`src/rtl/sld_defs.svh`:
```
// constants for the strap latch decoder
`ifndef SLD_DEFS_SVH
`define SLD_DEFS_SVH
`define SLD_NPORTS        6
`define SLD_LVL_200K_PD   3'h0
`define SLD_LVL_200K_PU   3'h1
`define SLD_LVL_10K_PD    3'h2
`define SLD_LVL_10K_PU    3'h3
`define SLD_LVL_10R_PD    3'h4
`define SLD_LVL_10R_PU    3'h5
`define SLD_ADR_CTRL      4'h0
`define SLD_ADR_PORTS     4'h4
`define SLD_ADR_COUNTS    4'h8
`define SLD_ADR_MODE      4'hC
`define SLD_CTRL_RESET    1'h0
`define SLD_LATCH_TIME_NS 10
`define SLD_LATCH_CYC     ((`SLD_LATCH_TIME_NS + 4) / 5)
`endif

```
`src/rtl/sld_pkg.sv`:
```
// types for the strap latch decoder
package sld_pkg;
   typedef enum logic [1:0] {
      SLD_ST_RESET = 2'b00,
      SLD_ST_LATCH = 2'b01,
      SLD_ST_RUN   = 2'b10
   } sld_state_t;
   typedef logic [2:0] sld_level_t;
endpackage

```
`src/rtl/sld_cfg_if.sv`:
```
// interface carrying latched strap codes to the decoder
`timescale 1ns/1ps
interface sld_cfg_if;
   logic [5:0]          dis_pos;
   logic [5:0]          dis_neg;
   sld_pkg::sld_level_t fixed_lvl;
   sld_pkg::sld_level_t chg_lvl;
   logic [2:0]          mode_lvl_2;
   logic [2:0]          mode_lvl_1;
   logic [5:0]          port_off;
   logic [2:0]          fixed_cnt;
   logic [2:0]          chg_cnt;
   logic                mode_ok;
   modport src (output dis_pos, dis_neg, fixed_lvl, chg_lvl, mode_lvl_2,
                mode_lvl_1, input port_off, fixed_cnt, chg_cnt, mode_ok);
   modport dec (input dis_pos, dis_neg, fixed_lvl, chg_lvl, mode_lvl_2,
                mode_lvl_1, output port_off, fixed_cnt, chg_cnt, mode_ok);
endinterface

```
`src/rtl/sld_decode.sv`:
```
// combinational decode of latched strap codes
`timescale 1ns/1ps
`include "sld_defs.svh"
module sld_decode (
   sld_cfg_if.dec cfg   // latched codes in, decoded values out
);
   import sld_pkg::*;

   // level code to count of ports, reserved codes give zero
   function automatic logic [2:0] lvl_to_cnt(input sld_level_t l);
      case (l)
         `SLD_LVL_200K_PD: lvl_to_cnt = 3'h0;
         `SLD_LVL_200K_PU: lvl_to_cnt = 3'h1;
         `SLD_LVL_10K_PD:  lvl_to_cnt = 3'h2;
         `SLD_LVL_10K_PU:  lvl_to_cnt = 3'h3;
         `SLD_LVL_10R_PD:  lvl_to_cnt = 3'h4;
         `SLD_LVL_10R_PU:  lvl_to_cnt = 3'h6;
         default:          lvl_to_cnt = 3'h0;
      endcase
   endfunction

   // port off only with both lines high; covers usb2 and usb3 halves
   assign cfg.port_off  = cfg.dis_pos & cfg.dis_neg;
   assign cfg.fixed_cnt = lvl_to_cnt(cfg.fixed_lvl);
   assign cfg.chg_cnt   = lvl_to_cnt(cfg.chg_lvl);
   // single valid mode, every other pairing reserved
   assign cfg.mode_ok   = (cfg.mode_lvl_2 == `SLD_LVL_200K_PD) &&
                          (cfg.mode_lvl_1 == `SLD_LVL_10K_PD);
endmodule

```
`src/rtl/sld_top.sv`:
```
// strap latch decoder: capture straps at reset release, decode, wishbone
`timescale 1ns/1ps
`include "sld_defs.svh"
module sld_top #(
   parameter int NPORTS = `SLD_NPORTS   // downstream port count
) (
   input  wire logic                clk_i,       // 200 MHz clock
   input  wire logic                rst_i,       // power-on reset, high
   input  wire logic                ext_rst_n_i, // external reset, low
   input  wire logic [NPORTS-1:0]   port_pos_line_disable_strap_i, // d+ strap
   input  wire logic [NPORTS-1:0]   port_neg_line_disable_strap_i, // d- strap
   input  wire sld_pkg::sld_level_t fixed_port_count_strap_i,    // level
   input  wire sld_pkg::sld_level_t charging_port_count_strap_i, // level
   input  wire sld_pkg::sld_level_t mode_strap_3_i, // mode strap 3 level
   input  wire sld_pkg::sld_level_t mode_strap_2_i, // mode strap 2 level
   input  wire sld_pkg::sld_level_t mode_strap_1_i, // mode strap 1 level
   input  wire logic                wb_cyc_i,    // wishbone cycle
   input  wire logic                wb_stb_i,    // wishbone strobe
   input  wire logic                wb_we_i,     // write enable
   input  wire logic [3:0]          wb_adr_i,    // byte address
   input  wire logic [3:0]          wb_sel_i,    // byte selects
   input  wire logic [31:0]         wb_dat_i,    // write data
   output logic [31:0]              wb_dat_o,    // read data
   output logic                     wb_ack_o,    // acknowledge
   output logic [NPORTS-1:0]        port_disable_o, // usb2 and usb3 off
   output logic [2:0]               fixed_port_cnt_o, // non-removable ports
   output logic [2:0]               charging_port_cnt_o, // bc1.2 ports
   output logic                     mode_valid_o, // mode straps valid
   output logic                     cfg_ready_o   // configuration captured
);
   import sld_pkg::*;

   sld_cfg_if  cfg ();
   sld_state_t state_reg;
   logic [3:0] cnt_reg;
   logic       ext_rst_n_d_reg;
   logic       relatch_reg;
   logic       capture;
   logic [5:0] dis_pos_reg;
   logic [5:0] dis_neg_reg;
   sld_level_t fixed_reg;
   sld_level_t chg_reg;
   sld_level_t mode3_reg;
   sld_level_t mode2_reg;
   sld_level_t mode1_reg;
   logic       wb_req;

   // previous external reset level, for release edge
   // resets low on purpose: power-on then reads as a release
   always_ff @(posedge clk_i) begin
      if (rst_i) begin
         ext_rst_n_d_reg <= 1'b0;
      end else begin
         ext_rst_n_d_reg <= ext_rst_n_i;
      end
   end

   // software relatch request, self clearing after the capture
   // the write lands on the edge where the master sees ack high
   always_ff @(posedge clk_i) begin
      if (rst_i) begin
         relatch_reg <= `SLD_CTRL_RESET;
      end else if (wb_req && wb_we_i && wb_sel_i[0] && wb_ack_o &&
                   wb_adr_i == `SLD_ADR_CTRL) begin
         relatch_reg <= wb_dat_i[0];
      end else if (capture) begin
         relatch_reg <= 1'b0;
      end
   end

   // sequencer: hold in reset, wait settle count, capture once, run
   always_ff @(posedge clk_i) begin
      if (rst_i) begin
         state_reg <= SLD_ST_RESET;
         cnt_reg   <= 4'h0;
      end else begin
         case (state_reg)
            SLD_ST_RESET: begin
               cnt_reg <= 4'h0;
               if (ext_rst_n_i) begin
                  state_reg <= SLD_ST_LATCH;
               end
            end
            SLD_ST_LATCH: begin
               if (!ext_rst_n_i) begin
                  state_reg <= SLD_ST_RESET;
               end else if (cnt_reg == 4'(`SLD_LATCH_CYC - 1)) begin
                  state_reg <= SLD_ST_RUN;
               end else begin
                  cnt_reg <= cnt_reg + 4'h1;
               end
            end
            SLD_ST_RUN: begin
               if (!ext_rst_n_i || relatch_reg) begin
                  state_reg <= SLD_ST_RESET;
               end
            end
            default: state_reg <= SLD_ST_RESET;
         endcase
      end
   end

   // capture at the end of the latch window only; pins free afterwards
   assign capture = (state_reg == SLD_ST_LATCH) && ext_rst_n_i &&
                    (cnt_reg == 4'(`SLD_LATCH_CYC - 1));

   // strap holding registers, sampled together
   always_ff @(posedge clk_i) begin
      if (rst_i) begin
         dis_pos_reg <= 6'h00;
         dis_neg_reg <= 6'h00;
         fixed_reg   <= `SLD_LVL_200K_PD;
         chg_reg     <= `SLD_LVL_200K_PD;
         mode3_reg   <= `SLD_LVL_200K_PD;
         mode2_reg   <= `SLD_LVL_200K_PD;
         mode1_reg   <= `SLD_LVL_200K_PD;
      end else if (capture) begin
         dis_pos_reg <= 6'(port_pos_line_disable_strap_i);
         dis_neg_reg <= 6'(port_neg_line_disable_strap_i);
         fixed_reg   <= fixed_port_count_strap_i;
         chg_reg     <= charging_port_count_strap_i;
         mode3_reg   <= mode_strap_3_i;
         mode2_reg   <= mode_strap_2_i;
         mode1_reg   <= mode_strap_1_i;
      end
   end

   assign cfg.dis_pos    = dis_pos_reg;
   assign cfg.dis_neg    = dis_neg_reg;
   assign cfg.fixed_lvl  = fixed_reg;
   assign cfg.chg_lvl    = chg_reg;
   assign cfg.mode_lvl_2 = mode2_reg;
   assign cfg.mode_lvl_1 = mode1_reg;

   sld_decode u_dec (
      .cfg (cfg)
   );

   // registered decoded outputs, ready only while running
   always_ff @(posedge clk_i) begin
      if (rst_i) begin
         port_disable_o      <= '0;
         fixed_port_cnt_o    <= 3'h0;
         charging_port_cnt_o <= 3'h0;
         mode_valid_o        <= 1'b0;
         cfg_ready_o         <= 1'b0;
      end else begin
         port_disable_o      <= NPORTS'(cfg.port_off);
         fixed_port_cnt_o    <= cfg.fixed_cnt;
         charging_port_cnt_o <= cfg.chg_cnt;
         mode_valid_o        <= cfg.mode_ok;
         cfg_ready_o         <= (state_reg == SLD_ST_RUN);
      end
   end

   // wishbone slave, one wait state; ack drops after one cycle
   assign wb_req = wb_cyc_i && wb_stb_i;
   always_ff @(posedge clk_i) begin
      if (rst_i) begin
         wb_ack_o <= 1'b0;
         wb_dat_o <= 32'h0000_0000;
      end else begin
         wb_ack_o <= wb_req && !wb_ack_o;
         if (wb_req && !wb_ack_o) begin
            if (wb_adr_i == `SLD_ADR_CTRL) begin
               wb_dat_o <= {29'h0, state_reg, relatch_reg};
            end else if (wb_adr_i == `SLD_ADR_PORTS) begin
               wb_dat_o <= {8'h00, 2'h0, cfg.port_off, 2'h0, dis_neg_reg,
                            2'h0, dis_pos_reg};
            end else if (wb_adr_i == `SLD_ADR_COUNTS) begin
               wb_dat_o <= {13'h0, chg_reg, 5'h0, fixed_reg, 1'h0,
                            cfg.chg_cnt, 1'h0, cfg.fixed_cnt};
            end else if (wb_adr_i == `SLD_ADR_MODE) begin
               wb_dat_o <= {19'h0, cfg.mode_ok, 1'h0, mode3_reg, 1'h0,
                            mode2_reg, 1'h0, mode1_reg};
            end else begin
               wb_dat_o <= 32'h0000_0000;
            end
         end
      end
   end

   // assertions
   property p_hold;
      @(posedge clk_i) disable iff (rst_i)
         (state_reg == SLD_ST_RUN) |=> $stable(fixed_reg) && $stable(chg_reg);
   endproperty
   a_hold: assert property (p_hold) else $error("strap code moved");
   property p_dis;
      @(posedge clk_i) disable iff (rst_i)
         ##1 port_disable_o == NPORTS'($past(dis_pos_reg & dis_neg_reg));
   endproperty
   a_dis: assert property (p_dis) else $error("port disable wrong");
   property p_cnt;
      @(posedge clk_i) disable iff (rst_i)
         $past(fixed_reg) == `SLD_LVL_10R_PU |-> fixed_port_cnt_o == 3'h6;
   endproperty
   a_cnt: assert property (p_cnt) else $error("fixed count wrong");
   property p_chg;
      @(posedge clk_i) disable iff (rst_i)
         $past(chg_reg) == `SLD_LVL_200K_PD |-> charging_port_cnt_o == 3'h0;
   endproperty
   a_chg: assert property (p_chg) else $error("charge count wrong");
   property p_mode;
      @(posedge clk_i) disable iff (rst_i)
         mode_valid_o |-> $past(mode2_reg) == `SLD_LVL_200K_PD &&
                          $past(mode1_reg) == `SLD_LVL_10K_PD;
   endproperty
   a_mode: assert property (p_mode) else $error("mode valid wrong");
   property p_rel;
      @(posedge clk_i) disable iff (rst_i)
         ext_rst_n_i && !ext_rst_n_d_reg && state_reg == SLD_ST_RESET
            |-> ##[1:4] capture;
   endproperty
   a_rel: assert property (p_rel) else $error("no capture on release");
   property p_cap;
      @(posedge clk_i) disable iff (rst_i)
         capture |=> fixed_reg == $past(fixed_port_count_strap_i);
   endproperty
   a_cap: assert property (p_cap) else $error("strap not latched");
   property p_pos;
      @(posedge clk_i) disable iff (rst_i)
         capture |=> dis_pos_reg == 6'($past(port_pos_line_disable_strap_i));
   endproperty
   a_pos: assert property (p_pos) else $error("line strap lost");
   c_cap: cover property (@(posedge clk_i) capture);
   c_off: cover property (@(posedge clk_i) port_disable_o != '0);
   c_ok:  cover property (@(posedge clk_i) mode_valid_o);
endmodule

```
`config.mk`:
```
export PLATFORM = sky130hd
export DESIGN_NAME = sld_top
export DESIGN_NICKNAME = d
export VERILOG_FILES = /design/src/rtl/sld_pkg.sv /design/src/rtl/sld_cfg_if.sv /design/src/rtl/sld_decode.sv /design/src/rtl/sld_top.sv
export VERILOG_INCLUDE_DIRS = /design/src /design/src/rtl
export SDC_FILE = /design/constraint.sdc
export NUM_CORES = 1
export LEC_CHECK = 0
export ABC_CLOCK_PERIOD_IN_PS = 1500
export BUFFER_PORTS_ARGS = -buffer_cell sky130_fd_sc_hd__buf_2
export CORE_AREA = 2 2 85 87
export CTS_CLUSTER_SIZE = 14
export DETAILED_ROUTE_END_ITERATION = 12
export DIE_AREA = 0 0 87 89
export PLACE_DENSITY = 0.85
export SYNTH_ARGS = -nofsm -noshare
export SYNTH_HDL_FRONTEND = slang
export SYNTH_SLANG_ARGS = --single-unit
```
`constraint.sdc`:
```
create_clock -name clk_i -period 1.5 [get_ports clk_i]
set_input_delay 0.075 -clock clk_i [delete_from_list [all_inputs] [get_ports clk_i]]
set_output_delay 0.075 -clock clk_i [all_outputs]
set_load 0.01 [all_outputs]
```
Word-level counts from Yosys, hierarchy flattened:

Index checks and enable logic that the tools add are counted.

* bits in registers: 81
* input port bits: 73
* output and inout port bits: 47
* word-level logic and storage cells: 76

* add/subtract/negate cells: 1
* equal/unequal tests: 22
* mux-type cells: 16
* bitwise operators: 1
* reduce and logical (&&, ||, !) cells: 19

Operator list (count)
* 22-bit two-way mux: 2
* 3-bit case mux with 5 select lines: 2
* 19-bit two-way mux: 1
* 3-bit by 2-bit == test with 1-bit output, second input constant: 5
* 13-bit two-way mux: 1
* 3-bit == test, second input constant: 4
* 1-bit logical AND: 9
* 4-bit == test, second input constant: 2
* 2-bit two-way mux: 4
* 4-bit two-way mux: 2
* 2-bit != test, second input constant: 4
* 4-bit case mux with 2 select lines: 1
* 6-bit bitwise AND: 1
* 3-bit by 1-bit == test with 1-bit output, second input constant: 2
* 2-bit case mux with 3 select lines: 1
* 3-bit AND reduction: 2
* 4-bit by 1-bit adder with 4-bit output, second input constant: 1
* 4-bit by 1-bit == test with 1-bit output, second input constant: 1
* 4-bit by 3-bit == test with 1-bit output, second input constant: 1
* 4-bit zero test: 1
* 2-bit nonzero test: 2
* 3-bit zero test: 1
* 3-bit != test, second input constant: 1
* 2-bit by 1-bit == test with 1-bit output, second input constant: 1
* 5 further kinds: 7

Depth between registers and ports, before layout:

* depth in word-level cells: 6
* depth in mapped cells: 8
* depth with buffers taken out: 6

Cells and area by module:

From an unflattened synthesis, not the netlist that was laid out.

* cell total of the unflattened synthesis: 346
* area total of the unflattened synthesis: 2966.6 µm²

Modules (own cells, without submodules)
* sld_top: times used 1, cells an instance 325, area each 2807.7 µm², seq. area each 1361.3 µm²
* sld_decode: times used 1, cells an instance 21, area each 158.9 µm², seq. area each 0.0 µm²

Worst setup path before layout:

No wires, ideal clock.

* path type: reg-to-reg
* start point: register cnt_reg[1]
* end point: register relatch_reg
* setup time: 0.070 ns
* arrival time: 1.463 ns
* required time: 1.430 ns
* path slack: -0.034 ns
* cell stages (with the launch flop): 8
* path buffers: 1
* period minus slack after synthesis: 1.534 ns
* cell sequence: dfxtp_1 inv_1 ha_1 nor3b_2 and3_1 buf_4 a311o_1 a21oi_1

* cells in the longest elaborated chain, start to end: 3

Ends and longest elaborated chain
* start, declared: line sld_top.sv:35 `logic [3:0] cnt_reg;`
* start signal, assigned: line sld_top.sv:90 `cnt_reg <= cnt_reg + 4'h1;`
* 4-bit by 1-bit == test with 1-bit output: line sld_top.sv:105 `` (cnt_reg == 4'(`SLD_LATCH_CYC - 1)); ``
* 1-bit logical AND: line sld_top.sv:104 `assign capture = (state_reg == SLD_ST_LATCH) && ext_rst_n_i &&`
* 2-bit nonzero test (no source line)
* end signal, assigned: line sld_top.sv:62 `` relatch_reg <= `SLD_CTRL_RESET; ``
* end signal, assigned: line sld_top.sv:65 `relatch_reg <= wb_dat_i[0];`
* end, declared: line sld_top.sv:37 `logic relatch_reg;`

No other way between the ends.
A chain may end at the register's enable or synchronous reset.

Worst setup path in the final report:

* start point: register cnt_reg[1]
* end point: register dis_pos_reg[2], in the netlist cfg.dis_pos[2]

* cells in the longest elaborated chain, start to end: 2

Ends and longest elaborated chain
* 4-bit by 1-bit == test with 1-bit output: line sld_top.sv:105
* 1-bit logical AND: line sld_top.sv:104
* end signal, assigned: line sld_top.sv:118 `dis_pos_reg <= 6'(port_pos_line_disable_strap_i);`
* end, declared: line sld_top.sv:39 `logic [5:0] dis_pos_reg;`

No other way between the ends.

==> impl_metrics.py <==
metrics = {
    "timing": {
        "setup_viol": 19,
        "timing.hold.ws_ns": 0.05095,
        "setup_slack_ns": -0.07604,
        "grt_setup_unrepaired": "true",
        "report.final.slew_viol_count": 0,
        "fmax_mhz": 634.5,
        "timing.final.crit_share_pct": 105.1,
        "period_minus_slack_ns": 1.576,
        "finalHoldViolations": 0,
        "skew_ns": 0.008925,
    },
    "clock_network": {
        "cts.clk_slew.worst_paths_ns": 0.07,
        "worstSkewPairLatency_ns": 0.35,
        "clockBufferDepth": 2,
        "cts.htree.levels": 3,
        "cts.sinks": 68,
        "root_buffer": "clkbuf_8",
        "cts_tree": "yes",
        "cts_inserted_buffers": 9,
    },
    "critical_path": {
        "start_kind": "flop",
        "critPathArrivalTime_ns": 1.86,
        "reg2reg_slack_ns": -0.08,
        "ff2ff_path_depth": 7,
        "cp_max_fo": 7,
        "r2r-start": "cnt_reg[1]",
        "cp.required_ns": 1.78,
        "path_cells": "inv_2 -> ha_4 -> nor3b_4 -> and3_4 -> clkbuf_16 -> nand2_1 -> a21oi_2",
        "crit_path_top_delay_cell": "dfxtp_2",
        "critPathKind": "flop to flop",
        "r2r_end": "cfg.dis_pos[2]",
        "slowest_delay_ns": 0.34,
        "endpoint_kind": "flop",
    },
    "final_layout": {
        "fin_util_pct": 60.02,
        "top_register": "wb_dat_o",
        "antenna_cells": 0,
        "syn_to_final_growth_pct": 39.71,
        "drive_above_1_share_pct": 31.51,
        "num-fill-cells": 576,
        "largest_reg_flops": 19,
        "nNetsFinal": 528,
    },
    "synthesis": {
        "synth_top_cell_area_share_pct": 47.16,
        "synthSimpleGateAreaFrac_pct": 24.79,
        "yosys-top-cells-area": "dfxtp_1, nand2_1, a21oi_1",
        "synth_top_area_cell": "dfxtp_1",
        "async_reset_ff_share_pct": 0,
        "ys_seq_elements": 68,
        "synthFlopType": "dfxtp_1",
        "syn_area_um2": 2887,
        "syn_inst": 345,
        "synth-compound-area-share_pct": 17.64,
        "synth_adder_area_share_pct": 0.8669,
        "synth_area_per_cell_um2": 8.367,
        "synth_mux_area_share_pct": 1.430,
        "yosys_warnings": 0,
        "synth_top_family_by_area": "simple AND/OR/NAND/NOR gates",
        "synth_edf_count": 0,
        "yosysUniqueCellTypes": 57,
        "seq_area_frac_synth_pct": 47.16,
        "synth_xor_xnor_area_share_pct": 0,
    },
    "global_route": {
        "grt_max_degree": 37,
        "grt_overflow": 0,
        "grt_usage_pct": 21.39,
        "grt_pass1_vias": 2575,
        "antenna_found_initial": 0,
        "grt_pass1_wl_um": 12550,
    },
    "min_path": {
        "hold_path_class": "input port to flop",
        "hp-start": "ext_rst_n_i",
        "holdPathEnd": "state_reg[1]",
        "hold_path_depth": 3,
    },
    "routing": {
        "wl_per_cell_um": 15.82,
        "vias_per_cell": 5.346,
        "drc": 0,
        "dr.pass1.iters": 5,
        "wl_met1_um": 3632,
        "vias": 2871,
        "drt_iter0_markers": 234,
        "top_layer_used": "met4",
        "wl_um": 8493,
        "wl_met2_um": 4027,
        "wl_met3_um": 656,
        "antenna_left": 0,
    },
    "pwr": {
        "p_leak_nw": 1.679,
        "ir_worst_vdd_mv": 0.5658,
        "p_per_area_nw_per_um2": 941.9,
    },
    "floorplan": {
        "dieWidth_um": 87,
        "die_area_um2": 7743,
        "ioPinCount": 120,
        "core_um2": 6719,
        "die_y_um": 89,
        "start_util_pct": 42.96,
        "rows": 30,
    },
    "placement": {
        "place_ws_ns": -0.006323,
        "gp_congestion": 0.9121,
        "port_buffers": 72,
        "dp_hpwl_um": 5397,
    },
    "run": {
        "maxCapViolCount": 0,
    },
    "run_status": {
        "status": "complete, but fails checks",
        "failed_checks": "setup timing",
    },
}
[through the flow]
step / power [mW] / cell area, um^2 / setup TNS (ns) / instances
global placement: 2.097 / 3343 / 0 / 491
finish: 3.798 / 4033 / -0.4671 / 537
detailed placement: 2.102 / 3343 / -0.009292 / 491
global route: 3.915 / 4033 / -2.246 / 537
floorplan: 2.021 / 2937 / 0 / 357
CTS: 3.782 / 3864 / -0.0004091 / 534
[placed cells by master (no fill, tap or decap), drive strengths merged, types with 4 or more instances in the layout]
cell type,count
nand2,75
a21oi,39
clkbuf,11
inv,8
dfxtp,68
conb,13
a22oi,7
nand2b,4
dlygate4sd3,28
nor3,6
a32oi,5
nor2b,4
buf,88
nor2,41
[kinds of logic after synthesis]
logic type	count (synthesis)
buffers and inverters	41
other	1
and+or+nand+nor	152
AOI/OAI and AO/OA	77
muxes	4
DFF	68
adders and majority gates	2
[worst max-delay path: cells and delay by family (launching register included)]
kind | cells | cell delay (ns)
simple gates | 3 | 0.65
flops | 1 | 0.34
buf+inv | 2 | 0.26
compound gates | 1 | 0.13
fa+ha+maj | 1 | 0.12
[where the power goes]
group | internal, mW | switching [mW]
Sequential | 1.82 | 0.0107
Combinational | 0.151 | 0.169
Clock | 0.929 | 0.725
Total | 2.89 | 0.904
[synthesized netlist by cell type, drive strengths merged (4+ instances only)]
cell type  number
nand2b          4
nand2          75
a22oi           7
nor3            6
clkbuf          8
nor2           41
dfxtp          68
a21oi          39
buf            25
inv             8
a32oi           5
nor2b           4
[worst max-delay path by stage]
stage | start | endpoint | slack, ns | cells after the start
2_1_floorplan | cnt_reg[0] | cfg.chg_lvl[0] | 0.009 | 6
3_3_place_gp | cnt_reg[1] | cnt_reg[0] | 0.08 | 7
3_5_place_dp | cnt_reg[1] | cnt_reg[1] | -0.006 | 7
4_1_cts | cnt_reg[1] | cnt_reg[1] | -0.0004 | 7
5_1_grt | cnt_reg[1] | cfg.dis_pos[2] | -0.13 | 7
6_report | cnt_reg[1] | cfg.dis_pos[2] | -0.08 | 7
[routing by layer]
metal  up-vias  global-route usage (%)
li1       1384                       -
met1      1336                   28.11
met2       130                   33.17
met3        21                   5.725
met4         0                   9.375
met5         -                       0
[timing repair]
action                                  CTS  global route
endpoints found under the setup margin   30            36
endpoints found under the hold margin    28             0
hold buffers                             28             0
resized for setup                         5            29
buffers inserted                          0             0
cloned                                    0             3
pin swaps                                 1            12
[area by class of cell]
cell class	instances	area (um^2)	share of cell area [%]
multi-input cells	248	1465	36.33
flip-flops and latches	68	1364	33.82
repair buffers	118	859.6	21.32
clock buffers	9	123.9	3.072
well taps	80	100.1	2.482
clock inverters	6	90.09	2.234
inverters	8	30.03	0.7446
Power figures use the tool's default switching activity.
